`src/rtl/spicr_pkg.sv`:
```
package spicr_pkg;
   localparam logic [11:0] OFS_ID = 12'h000;
   localparam logic [11:0] OFS_CMD = 12'h004;
   localparam int VEN_LSB = 0;
   localparam int DEV_LSB = 16;
   localparam int CMD_IO = 0;
   localparam int CMD_MEM = 1;
   localparam int CMD_BM = 2;
   localparam int CMD_PAR = 6;
   localparam int CMD_ERR = 8;
   localparam int CMD_INTX = 10;
   localparam int STS_SSE = 30;
   localparam logic [15:0] CMD_RST = 16'h0000;
   localparam logic [15:0] CMD_WMASK = 16'h0547;
   localparam logic STS_SSE_RST = 1'b0;
   localparam logic [31:0] RD_UNMAPPED = 32'h00000000;

   typedef struct packed {
      logic valid;
      logic wr;
      logic [11:0] addr;
      logic [3:0] be;
      logic [31:0] wdata;
   } spicr_cfg_s;

   typedef struct packed {
      logic valid;
      logic [15:0] part_id;
      logic [15:0] maker_id;
   } spicr_idload_s;

   typedef struct packed {
      logic valid;
      logic is_io;
      logic is_mem;
      logic non_posted;
   } spicr_txn_s;

   typedef enum logic [1:0] {
      TX_NONE = 2'b00,
      TX_ACCEPT = 2'b01,
      TX_IGNORE = 2'b10,
      TX_UR = 2'b11
   } spicr_disp_e;
endpackage

```
`src/rtl/spicr_gate.sv`:
```
`timescale 1ns/10ps
module spicr_gate
   import spicr_pkg::*;
(
   input wire logic i_clk,
   input wire logic i_sys_rst,
   input wire logic [15:0] i_cmd,
   input wire spicr_txn_s i_pri_txn,
   input wire spicr_txn_s i_dn_txn,
   input wire logic i_own_intx,
   input wire logic i_fwd_intx,
   input wire logic i_err_det,
   input wire logic i_par_err,
   output logic o_pri_accept,
   output logic o_pri_ignore,
   output logic o_up_fwd,
   output logic o_ur_cpl,
   output logic o_dn_drop,
   output logic o_intx_msg,
   output logic o_intx_fwd,
   output logic o_err_msg,
   output logic o_par_act,
   output logic o_sse_set
);
   logic pri_hit;
   logic dn_io_mem;

   assign pri_hit = (i_pri_txn.is_io && i_cmd[CMD_IO]) || (i_pri_txn.is_mem && i_cmd[CMD_MEM]);
   assign dn_io_mem = i_dn_txn.valid && (i_dn_txn.is_io || i_dn_txn.is_mem);

   // primary side decode
   always_ff @(posedge i_clk)
   begin
      if (i_sys_rst)
      begin
         o_pri_accept <= 1'b0;
         o_pri_ignore <= 1'b0;
      end
      else
      begin
         o_pri_accept <= i_pri_txn.valid && pri_hit;
         o_pri_ignore <= i_pri_txn.valid && !pri_hit;
      end
   end

   // upstream forwarding under bus mastering
   always_ff @(posedge i_clk)
   begin
      if (i_sys_rst)
      begin
         o_up_fwd <= 1'b0;
         o_ur_cpl <= 1'b0;
         o_dn_drop <= 1'b0;
      end
      else
      begin
         o_up_fwd <= dn_io_mem && i_cmd[CMD_BM];
         o_ur_cpl <= dn_io_mem && !i_cmd[CMD_BM] && i_dn_txn.non_posted;
         o_dn_drop <= dn_io_mem && !i_cmd[CMD_BM] && !i_dn_txn.non_posted;
      end
   end

   // messages and error policy
   always_ff @(posedge i_clk)
   begin
      if (i_sys_rst)
      begin
         o_intx_msg <= 1'b0;
         o_intx_fwd <= 1'b0;
         o_err_msg <= 1'b0;
         o_par_act <= 1'b0;
         o_sse_set <= 1'b0;
      end
      else
      begin
         o_intx_msg <= i_own_intx && !i_cmd[CMD_INTX];
         o_intx_fwd <= i_fwd_intx;
         o_err_msg <= i_err_det && i_cmd[CMD_ERR];
         o_sse_set <= i_err_det && i_cmd[CMD_ERR];
         o_par_act <= i_par_err && i_cmd[CMD_PAR];
      end
   end
endmodule

```
`src/rtl/spicr_regs.sv`:
```
`timescale 1ns/10ps
// Function
// - maker identifier, read-only, bits 15:0 of dword 0, loadable by smbus/eeprom.
// - part identifier, read-only, bits 31:16 of dword 0, loadable likewise.
// - command bit 0 read-write, reset 0; gates response to primary io requests.
// - command bit 1 read-write, reset 0; gates response to primary memory requests.
// - bit 2 clear: no upstream io/memory requests, downstream ones are unsupported.
// - non-posted request without bus mastering gets an unsupported-request completion.
// - bit 2 set: forward io and memory reads and writes upstream.
// - command bits 3, 4, 5, 7, 9 read zero and ignore writes.
// - bit 6 read-write, reset 0; enables normal parity error handling.
// - bit 8 read-write, reset 0; gates fatal and non-fatal error reporting.
// - bit 10 blocks own interrupt messages, never forwarding from downstream.
// - signaled-system-error status bit 30 set on reported error, write one clears.
module spicr_regs
   import spicr_pkg::*;
#(
   // arbitrary neutral defaults, replaced by smbus or eeprom load
   parameter logic [15:0] MAKER_ID_DFLT = 16'hA5A5,
   parameter logic [15:0] PART_ID_DFLT = 16'h0001
)
(
   input wire logic i_clk,
   input wire logic i_sys_rst,
   input wire spicr_cfg_s i_cfg,
   output logic [31:0] o_cfg_rdata,
   output logic o_cfg_ack,
   input wire spicr_idload_s i_id_load,
   input wire spicr_txn_s i_pri_txn,
   input wire spicr_txn_s i_dn_txn,
   input wire logic i_own_intx,
   input wire logic i_fwd_intx,
   input wire logic i_err_det,
   input wire logic i_par_err,
   output logic o_pri_accept,
   output logic o_pri_ignore,
   output logic o_up_fwd,
   output logic o_ur_cpl,
   output logic o_dn_drop,
   output logic o_intx_msg,
   output logic o_intx_fwd,
   output logic o_err_msg,
   output logic o_par_act,
   output logic [15:0] o_cmd
);
   logic [15:0] maker_id_r;
   logic [15:0] part_id_r;
   logic [15:0] cmd_r;
   logic [15:0] cmd_nxt;
   logic sse_r;
   logic sse_set;
   logic wr_id;
   logic wr_cmd;
   logic [31:0] rd_nxt;

   assign wr_id = i_cfg.valid && i_cfg.wr && (i_cfg.addr == OFS_ID);
   assign wr_cmd = i_cfg.valid && i_cfg.wr && (i_cfg.addr == OFS_CMD);

   // identifiers ignore config writes, only the load port changes them
   always_ff @(posedge i_clk)
   begin
      if (i_sys_rst)
      begin
         maker_id_r <= MAKER_ID_DFLT;
         part_id_r <= PART_ID_DFLT;
      end
      else if (i_id_load.valid)
      begin
         maker_id_r <= i_id_load.maker_id;
         part_id_r <= i_id_load.part_id;
      end
   end

   // byte-lane merge, only implemented bits take write data
   always_comb
   begin
      cmd_nxt = cmd_r;
      if (i_cfg.be[0])
      begin
         cmd_nxt[7:0] = i_cfg.wdata[7:0];
      end
      if (i_cfg.be[1])
      begin
         cmd_nxt[15:8] = i_cfg.wdata[15:8];
      end
      cmd_nxt = cmd_nxt & CMD_WMASK;
   end

   always_ff @(posedge i_clk)
   begin
      if (i_sys_rst)
      begin
         cmd_r <= CMD_RST;
      end
      else if (wr_cmd)
      begin
         cmd_r <= cmd_nxt;
      end
   end

   // a set in the same cycle as a write-one-clear wins
   always_ff @(posedge i_clk)
   begin
      if (i_sys_rst)
      begin
         sse_r <= STS_SSE_RST;
      end
      else if (sse_set)
      begin
         sse_r <= 1'b1;
      end
      else if (wr_cmd && i_cfg.be[3] && i_cfg.wdata[STS_SSE])
      begin
         sse_r <= 1'b0;
      end
   end

   always_comb
   begin
      rd_nxt = RD_UNMAPPED;
      case (i_cfg.addr)
         OFS_ID: rd_nxt = {part_id_r, maker_id_r};
         OFS_CMD:
         begin
            rd_nxt[15:0] = cmd_r & CMD_WMASK;
            rd_nxt[STS_SSE] = sse_r;
         end
         default: rd_nxt = RD_UNMAPPED;
      endcase
   end

   always_ff @(posedge i_clk)
   begin
      if (i_sys_rst)
      begin
         o_cfg_rdata <= RD_UNMAPPED;
         o_cfg_ack <= 1'b0;
      end
      else
      begin
         o_cfg_ack <= i_cfg.valid;
         if (i_cfg.valid && !i_cfg.wr)
         begin
            o_cfg_rdata <= rd_nxt;
         end
      end
   end

   assign o_cmd = cmd_r;

   spicr_gate u_gate (
      .i_clk(i_clk),
      .i_sys_rst(i_sys_rst),
      .i_cmd(cmd_r),
      .i_pri_txn(i_pri_txn),
      .i_dn_txn(i_dn_txn),
      .i_own_intx(i_own_intx),
      .i_fwd_intx(i_fwd_intx),
      .i_err_det(i_err_det),
      .i_par_err(i_par_err),
      .o_pri_accept(o_pri_accept),
      .o_pri_ignore(o_pri_ignore),
      .o_up_fwd(o_up_fwd),
      .o_ur_cpl(o_ur_cpl),
      .o_dn_drop(o_dn_drop),
      .o_intx_msg(o_intx_msg),
      .o_intx_fwd(o_intx_fwd),
      .o_err_msg(o_err_msg),
      .o_par_act(o_par_act),
      .o_sse_set(sse_set)
   );
endmodule

```
`config.mk`:
```
export PLATFORM = sky130hd
export DESIGN_NAME = spicr_regs
export DESIGN_NICKNAME = d
export VERILOG_FILES = /design/src/rtl/spicr_pkg.sv /design/src/rtl/spicr_gate.sv /design/src/rtl/spicr_regs.sv
export SDC_FILE = /design/constraint.sdc
export NUM_CORES = 1
export LEC_CHECK = 0
export ABC_AREA = 0
export BUFFER_PORTS_ARGS = -buffer_cell sky130_fd_sc_hd__buf_2
export CAP_MARGIN = 20
export CORE_MARGIN = 3
export CORE_UTILIZATION = 45
export DETAILED_ROUTE_END_ITERATION = 6
export GPL_ROUTABILITY_DRIVEN = 1
export PLACE_DENSITY = 0.8
export SYNTH_ARGS = -nofsm -noshare
export SYNTH_HDL_FRONTEND = slang
export SYNTH_SLANG_ARGS = --single-unit
```
`constraint.sdc`:
```
create_clock -name i_clk -period 2.05 [get_ports i_clk]
set_input_delay 0.1025 -clock i_clk [delete_from_list [all_inputs] [get_ports i_clk]]
set_output_delay 0.1025 -clock i_clk [all_outputs]
set_load 0.005 [all_outputs]
```
# --- After elaboration in Yosys (flattened, before gate mapping) ---
# Cells that the tools add are included.
word_totals:
  ram_bits: 0
  latch_bits: 0
  romBits: 0
  inputBits: 97
  output_inout_bits: 58
  n_memories: 0
  wordCells: 51
  reg_bits: 81
classes:
  multipliers: 0
  order_cmp: 0
  shifts: 0
  n_mux: 6
  n_reduce_logical: 28
  n_eq_ne: 1
  addsub: 0
  n_bitwise: 0
  n_div: 0
op_table:
  columns: ["cell", "count"]
  rows:
  - ["case mux 16 bit (2 select lines)", 1]
  - ["logical AND 1 bit", 17]
  - ["two-way mux 14 bit", 1]
  - ["equality test 12 x 3 -> 1 bit (second input constant)", 1]
  - ["zero test 12 bit", 1]
  - ["zero test 1 bit", 5]
  - ["AND reduction 2 bit", 2]
  - ["two-way mux 1 bit", 3]
  - ["logical OR 1 bit", 2]
  - ["case mux 1 bit (2 select lines)", 1]
  - ["nonzero test 2 bit", 1]

# --- Logic depth before layout (Yosys ltp) ---
depth:
  word_depth: 6
  ltp_mapped: 5
  mapped_depth_nobuf: 3

# --- Modules after synthesis ---
# A second synthesis with hierarchy kept.
hier_totals:
  hier_cells: 263
  hier_area_um2: 3076.7
by_module_without_submodules:
  columns: ["mod", "area_per_inst_um2", "n_inst", "seq_area_each_um2", "cells_per_inst"]
  rows:
  - ["spicr_regs", 2757.6, 1, 1441.4, 239]
  - ["spicr_gate", 319.1, 1, 180.2, 24]

# --- Worst setup path before layout ---
# OpenSTA, ideal clock, no wires.
synth_path:
  path_kind: "input-to-reg"
  from: "input port i_cfg[46] (netlist bit)"
  to: "register o_cfg_rdata[0]"
  cell_stages: 4
  t_arrival_ps: 1492
  path_buffers: 1
  setup_ps: 69
  slack_ps: 489
  t_required_ps: 1981
  cell_sequence: "or4_4 > or4_4 > buf_6 > o2bb2ai_4"
synth_via:
  elab_chain_len: 2
  elab_cells_between_ends: 3
  classes_between: "eq/ne: 1; mux: 1; reduce/logical: 1"
synth_rtl:
  columns: ["item", "line", "source"]
  rows:
  - ["start: declaration", "spicr_regs.sv:25", "input wire spicr_cfg_s i_cfg,"]
  - ["equality test 12 x 3 -> 1 bit or zero test 12 bit (tied branches)", "spicr_regs.sv:121", "case (i_cfg.addr)"]
  - ["case mux 16 bit (2 select lines) *", "spicr_regs.sv:121", null]
  - ["end signal: assignment", "spicr_regs.sv:144", "o_cfg_rdata <= rd_nxt;"]
  - ["end: declaration", "spicr_regs.sv:26", "output logic [31:0] o_cfg_rdata,"]
# Every way passes the cells marked *; elsewhere a longest branch is shown, timed or not.
# A chain may end at the register's enable or synchronous reset.

# --- Worst setup path in the final report ---
layout_path:
  from: "input port i_cfg[46] (netlist bit)"
  to: "register cmd_r[8] (netlist: o_cmd[8])"
layout_via:
  elab_chain_len: 3
layout_rtl:
  columns: ["item", "line", "source"]
  rows:
  - ["equality test 12 x 3 -> 1 bit", "spicr_regs.sv:57", "assign wr_cmd = i_cfg.valid && i_cfg.wr && (i_cfg.addr == OFS_CMD);"]
  - ["logical AND 1 bit", "spicr_regs.sv:57", null]
  - ["AND reduction 2 bit (no source line)", null, null]
  - ["end signal: assignment", "spicr_regs.sv:97", "cmd_r <= cmd_nxt;"]
  - ["end: declaration", "spicr_regs.sv:48", "logic [15:0] cmd_r;"]
# Every way passes these cells.

==> flow_summary.toml <==
[run_status]
status = "finished clean"

[logic_synthesis]
synth-edff-count = 0
syn_area_per_cell_um2 = 11.3
synthArstFlopShare_pct = 0
ys_top_cells_by_area = "dfxtp_1 (55%), mux2i_1 (15%), a22o_1 (7.4%)"
ys_seq_area_share_pct = 54.6
yosys.area.top_type = "dfxtp_1"
synth_top_area_share_pct = 54.6
ys_seq_elements = 81
ys_warn_count = 0
syn_area_um2 = 2970
synth.distinct_cells = 30
yosys_most_used_dff = "dfxtp_1"
syn_inst = 262

[final_layout]
antenna_cells = 0
stdcell_count = 496
drive_gt1_share_pct = 35.6
fin_area_um2 = 4190
nNetsFinal = 513
area_growth_pct = 40.9
utilization_pct = 67.9
fillCellCount = 468

[routing]
wl_met3_um = 398
drt-pass1-iter-count = 4
drt_iter0_drc = 83
met2_length_um = 3960
wl_um = 7580
num_vias = 2486
top_layer_used = "met4"
wl_met1_um = 3040
ant_nets = 0
post_drt_via_cell_ratio = 5.01
routedWlPerCell_um = 15.3
remaining_drc_errors = 0

[pwr]
total_power_mw = 3.11
p_leak_nw = 2.02
combPwrFrac_pct = 9.3
seqPwrFrac_pct = 52.6
power_switching_uw = 706
p_per_area_nw_per_um2 = 742
switching_share_pct = 22.7
pwr-share-clk_pct = 38.1
internal_power_mw = 2.40
ir_drop_mv = 0.642

[clocking]
clock-sinks = 81
cts_buffers = 9
cts_max_level = 3
clk_pin_slew_ns = 0.08
insertion_delay_ns = 0.35
clock_tree.root_cell = "clkbuf_8"
postCtsResizedCells = 0
tritoncts = "built"
cts_buffer_depth = 2
cts_setup_buffers = 0

[worst_hold_path]
whs_path_depth = 2
hp-class = "in -> reg"

[floorplanning]
start_util_pct = 48.2
dieWidth_um = 87.3
dieArea_um2 = 7610
core_um2 = 6170
boundaryPins = 155
die_h_um = 87.3
rows = 28

[setup_path]
worstSetupEndpointType = "flip-flop"
critPathKind = "in -> reg"
start_kind = "input pin"
crit_slowest_cell = "or4_4"
arrival_ns = 1.64
path_max_fanout = 5
cpPeakStageDelay_ns = 0.60
rr_worst_depth = 2
crit_required_ns = 2.32
crit_chain = "buf_2 -> or4_4 -> nor4_1 -> mux2i_1"

[placed_design]
dp_cells = 440
place_hpwl_um = 4840
place_area_um2 = 3580
globalplace.congestion = 0.731
port_buffers = 117

[sta]
finalCritPeriodShare_pct = 66.9
layout_min_cycle_time_ns = 1.37
rsz0062_at_grt = "no"
setup_viol = 0
tightest_slew_ns = 1.01
max_freq_ghz = 0.730
fin_setup_tns_ns = 0
finalHoldViolations = 0
skew_ns = 0.00837
maxSlewViolCount = 0
relSlewSlack_pct = 32.3

[global_routing]
grt_pass1_wl_um = 12000
gr-total-overflow = 0
grt_pass1_vias = 2557
grt_max_degree = 33
grt.total_usage_pct = 20.4
antenna_found_initial = 0

[flow_run]
maxCapViolCount = 0
-- flip-flops by register name (all words and copies together), names as in the netlist --
signal               flops
sse_r                    1
u_gate.o_par_act         1
u_gate.o_pri_ignore      1
u_gate.o_ur_cpl          1
u_gate.o_intx_msg        1
u_gate.o_dn_drop         1
part_id_r               16
o_cfg_rdata             32
u_gate.o_intx_fwd        1
maker_id_r              16
u_gate.o_err_msg         1
o_cfg_ack                1
u_gate.o_pri_accept      1
o_cmd                    6
u_gate.o_up_fwd          1
-- cells by family after synthesis --
family / after synthesis / share of synthesized area [%]
flip-flops: 81 / 54.6
multiplexers: 45 / 15.2
buffers and inverters: 29 / 5.43
other: 1 / 0.126
AO/OA/AOI/OAI: 36 / 12.3
AND/OR/NAND/NOR: 70 / 12.4
-- path summary, 6_finish.rpt --
kind                                    start                   to  slack (ns)
worst max-delay path                i_cfg[46]             o_cmd[8]        0.68
worst min-delay path               i_fwd_intx    u_gate.o_intx_fwd       0.008
worst max register to register       o_cmd[1]  u_gate.o_pri_ignore        1.22
worst min register to register  maker_id_r[4]       o_cfg_rdata[4]        0.47
-- layout by cell type (no fill, tap or decap), types with 6 or more instances in the layout --
master / n
conb_1: 10
dlygate4sd3_1: 40
nor2_1: 26
buf_2: 117
o2bb2ai_2: 6
a22o_1: 25
clkbuf_8: 11
mux2i_1: 45
dfxtp_1: 81
nand2_1: 22
-- worst max-delay path: cells and delay by family --
family,cells,cell delay [ns]
simple gates,2,1.17
mux,1,0.27
buf+inv,1,0.10
-- synth_stat cells, types with 2 or more instances --
cell type / count
nand2_1: 22
o2bb2ai_2: 6
nor2_1: 26
clkbuf_1: 9
dfxtp_1: 81
inv_1: 2
or4_4: 3
and3_1: 3
mux2i_1: 45
nor3b_1: 2
buf_4: 12
buf_1: 4
nor4_4: 2
a22o_1: 25
nand4_1: 2
nor4_1: 2
nor2b_1: 3
-- final cells by class --
cell class	count	area (um2)	area share [%]
flip-flops and latches	81	1620	38.7
well taps	75	93.8	2.24
multi-input cells	161	1230	29.5
clock buffers	12	155	3.70
repair buffers	160	1020	24.4
inverters	3	11.3	0.269
clock inverters	4	51.3	1.22
-- repair_timing --
action | CTS | global route
setup endpoints to repair | 0 | 0
hold buffers | 40 | 0
hold endpoints to repair | 41 | 0
-- per-stage QoR --
step | hold slack [ns] | setup slack [ns]
finish | 0.00841 | 0.679
global route | 0.0203 | 0.628
CTS | 0.000610 | 0.714
detailed placement | 0.279 | 0.349
global placement | 0.276 | 0.366
floorplan | 0.179 | 0.489
-- power groups by stage --
| stage | registers [mW] | logic, mW | clock network (mW) |
|---|---|---|---|
| floorplan | 1.67 | 0.140 | 0 |
| global placement | 1.67 | 0.220 | 0 |
| detailed placement | 1.67 | 0.226 | 0 |
| CTS | 1.64 | 0.285 | 1.21 |
| global route | 1.64 | 0.319 | 1.26 |
| finish | 1.64 | 0.289 | 1.18 |
-- layer usage --
metal	vias to the layer above	track usage (%)
li1	1222	-
met1	1165	22.3
met2	84	36.9
met3	15	4.45
met4	0	9.76
met5	-	0
Note: power is estimated with default switching activity, not from simulation.
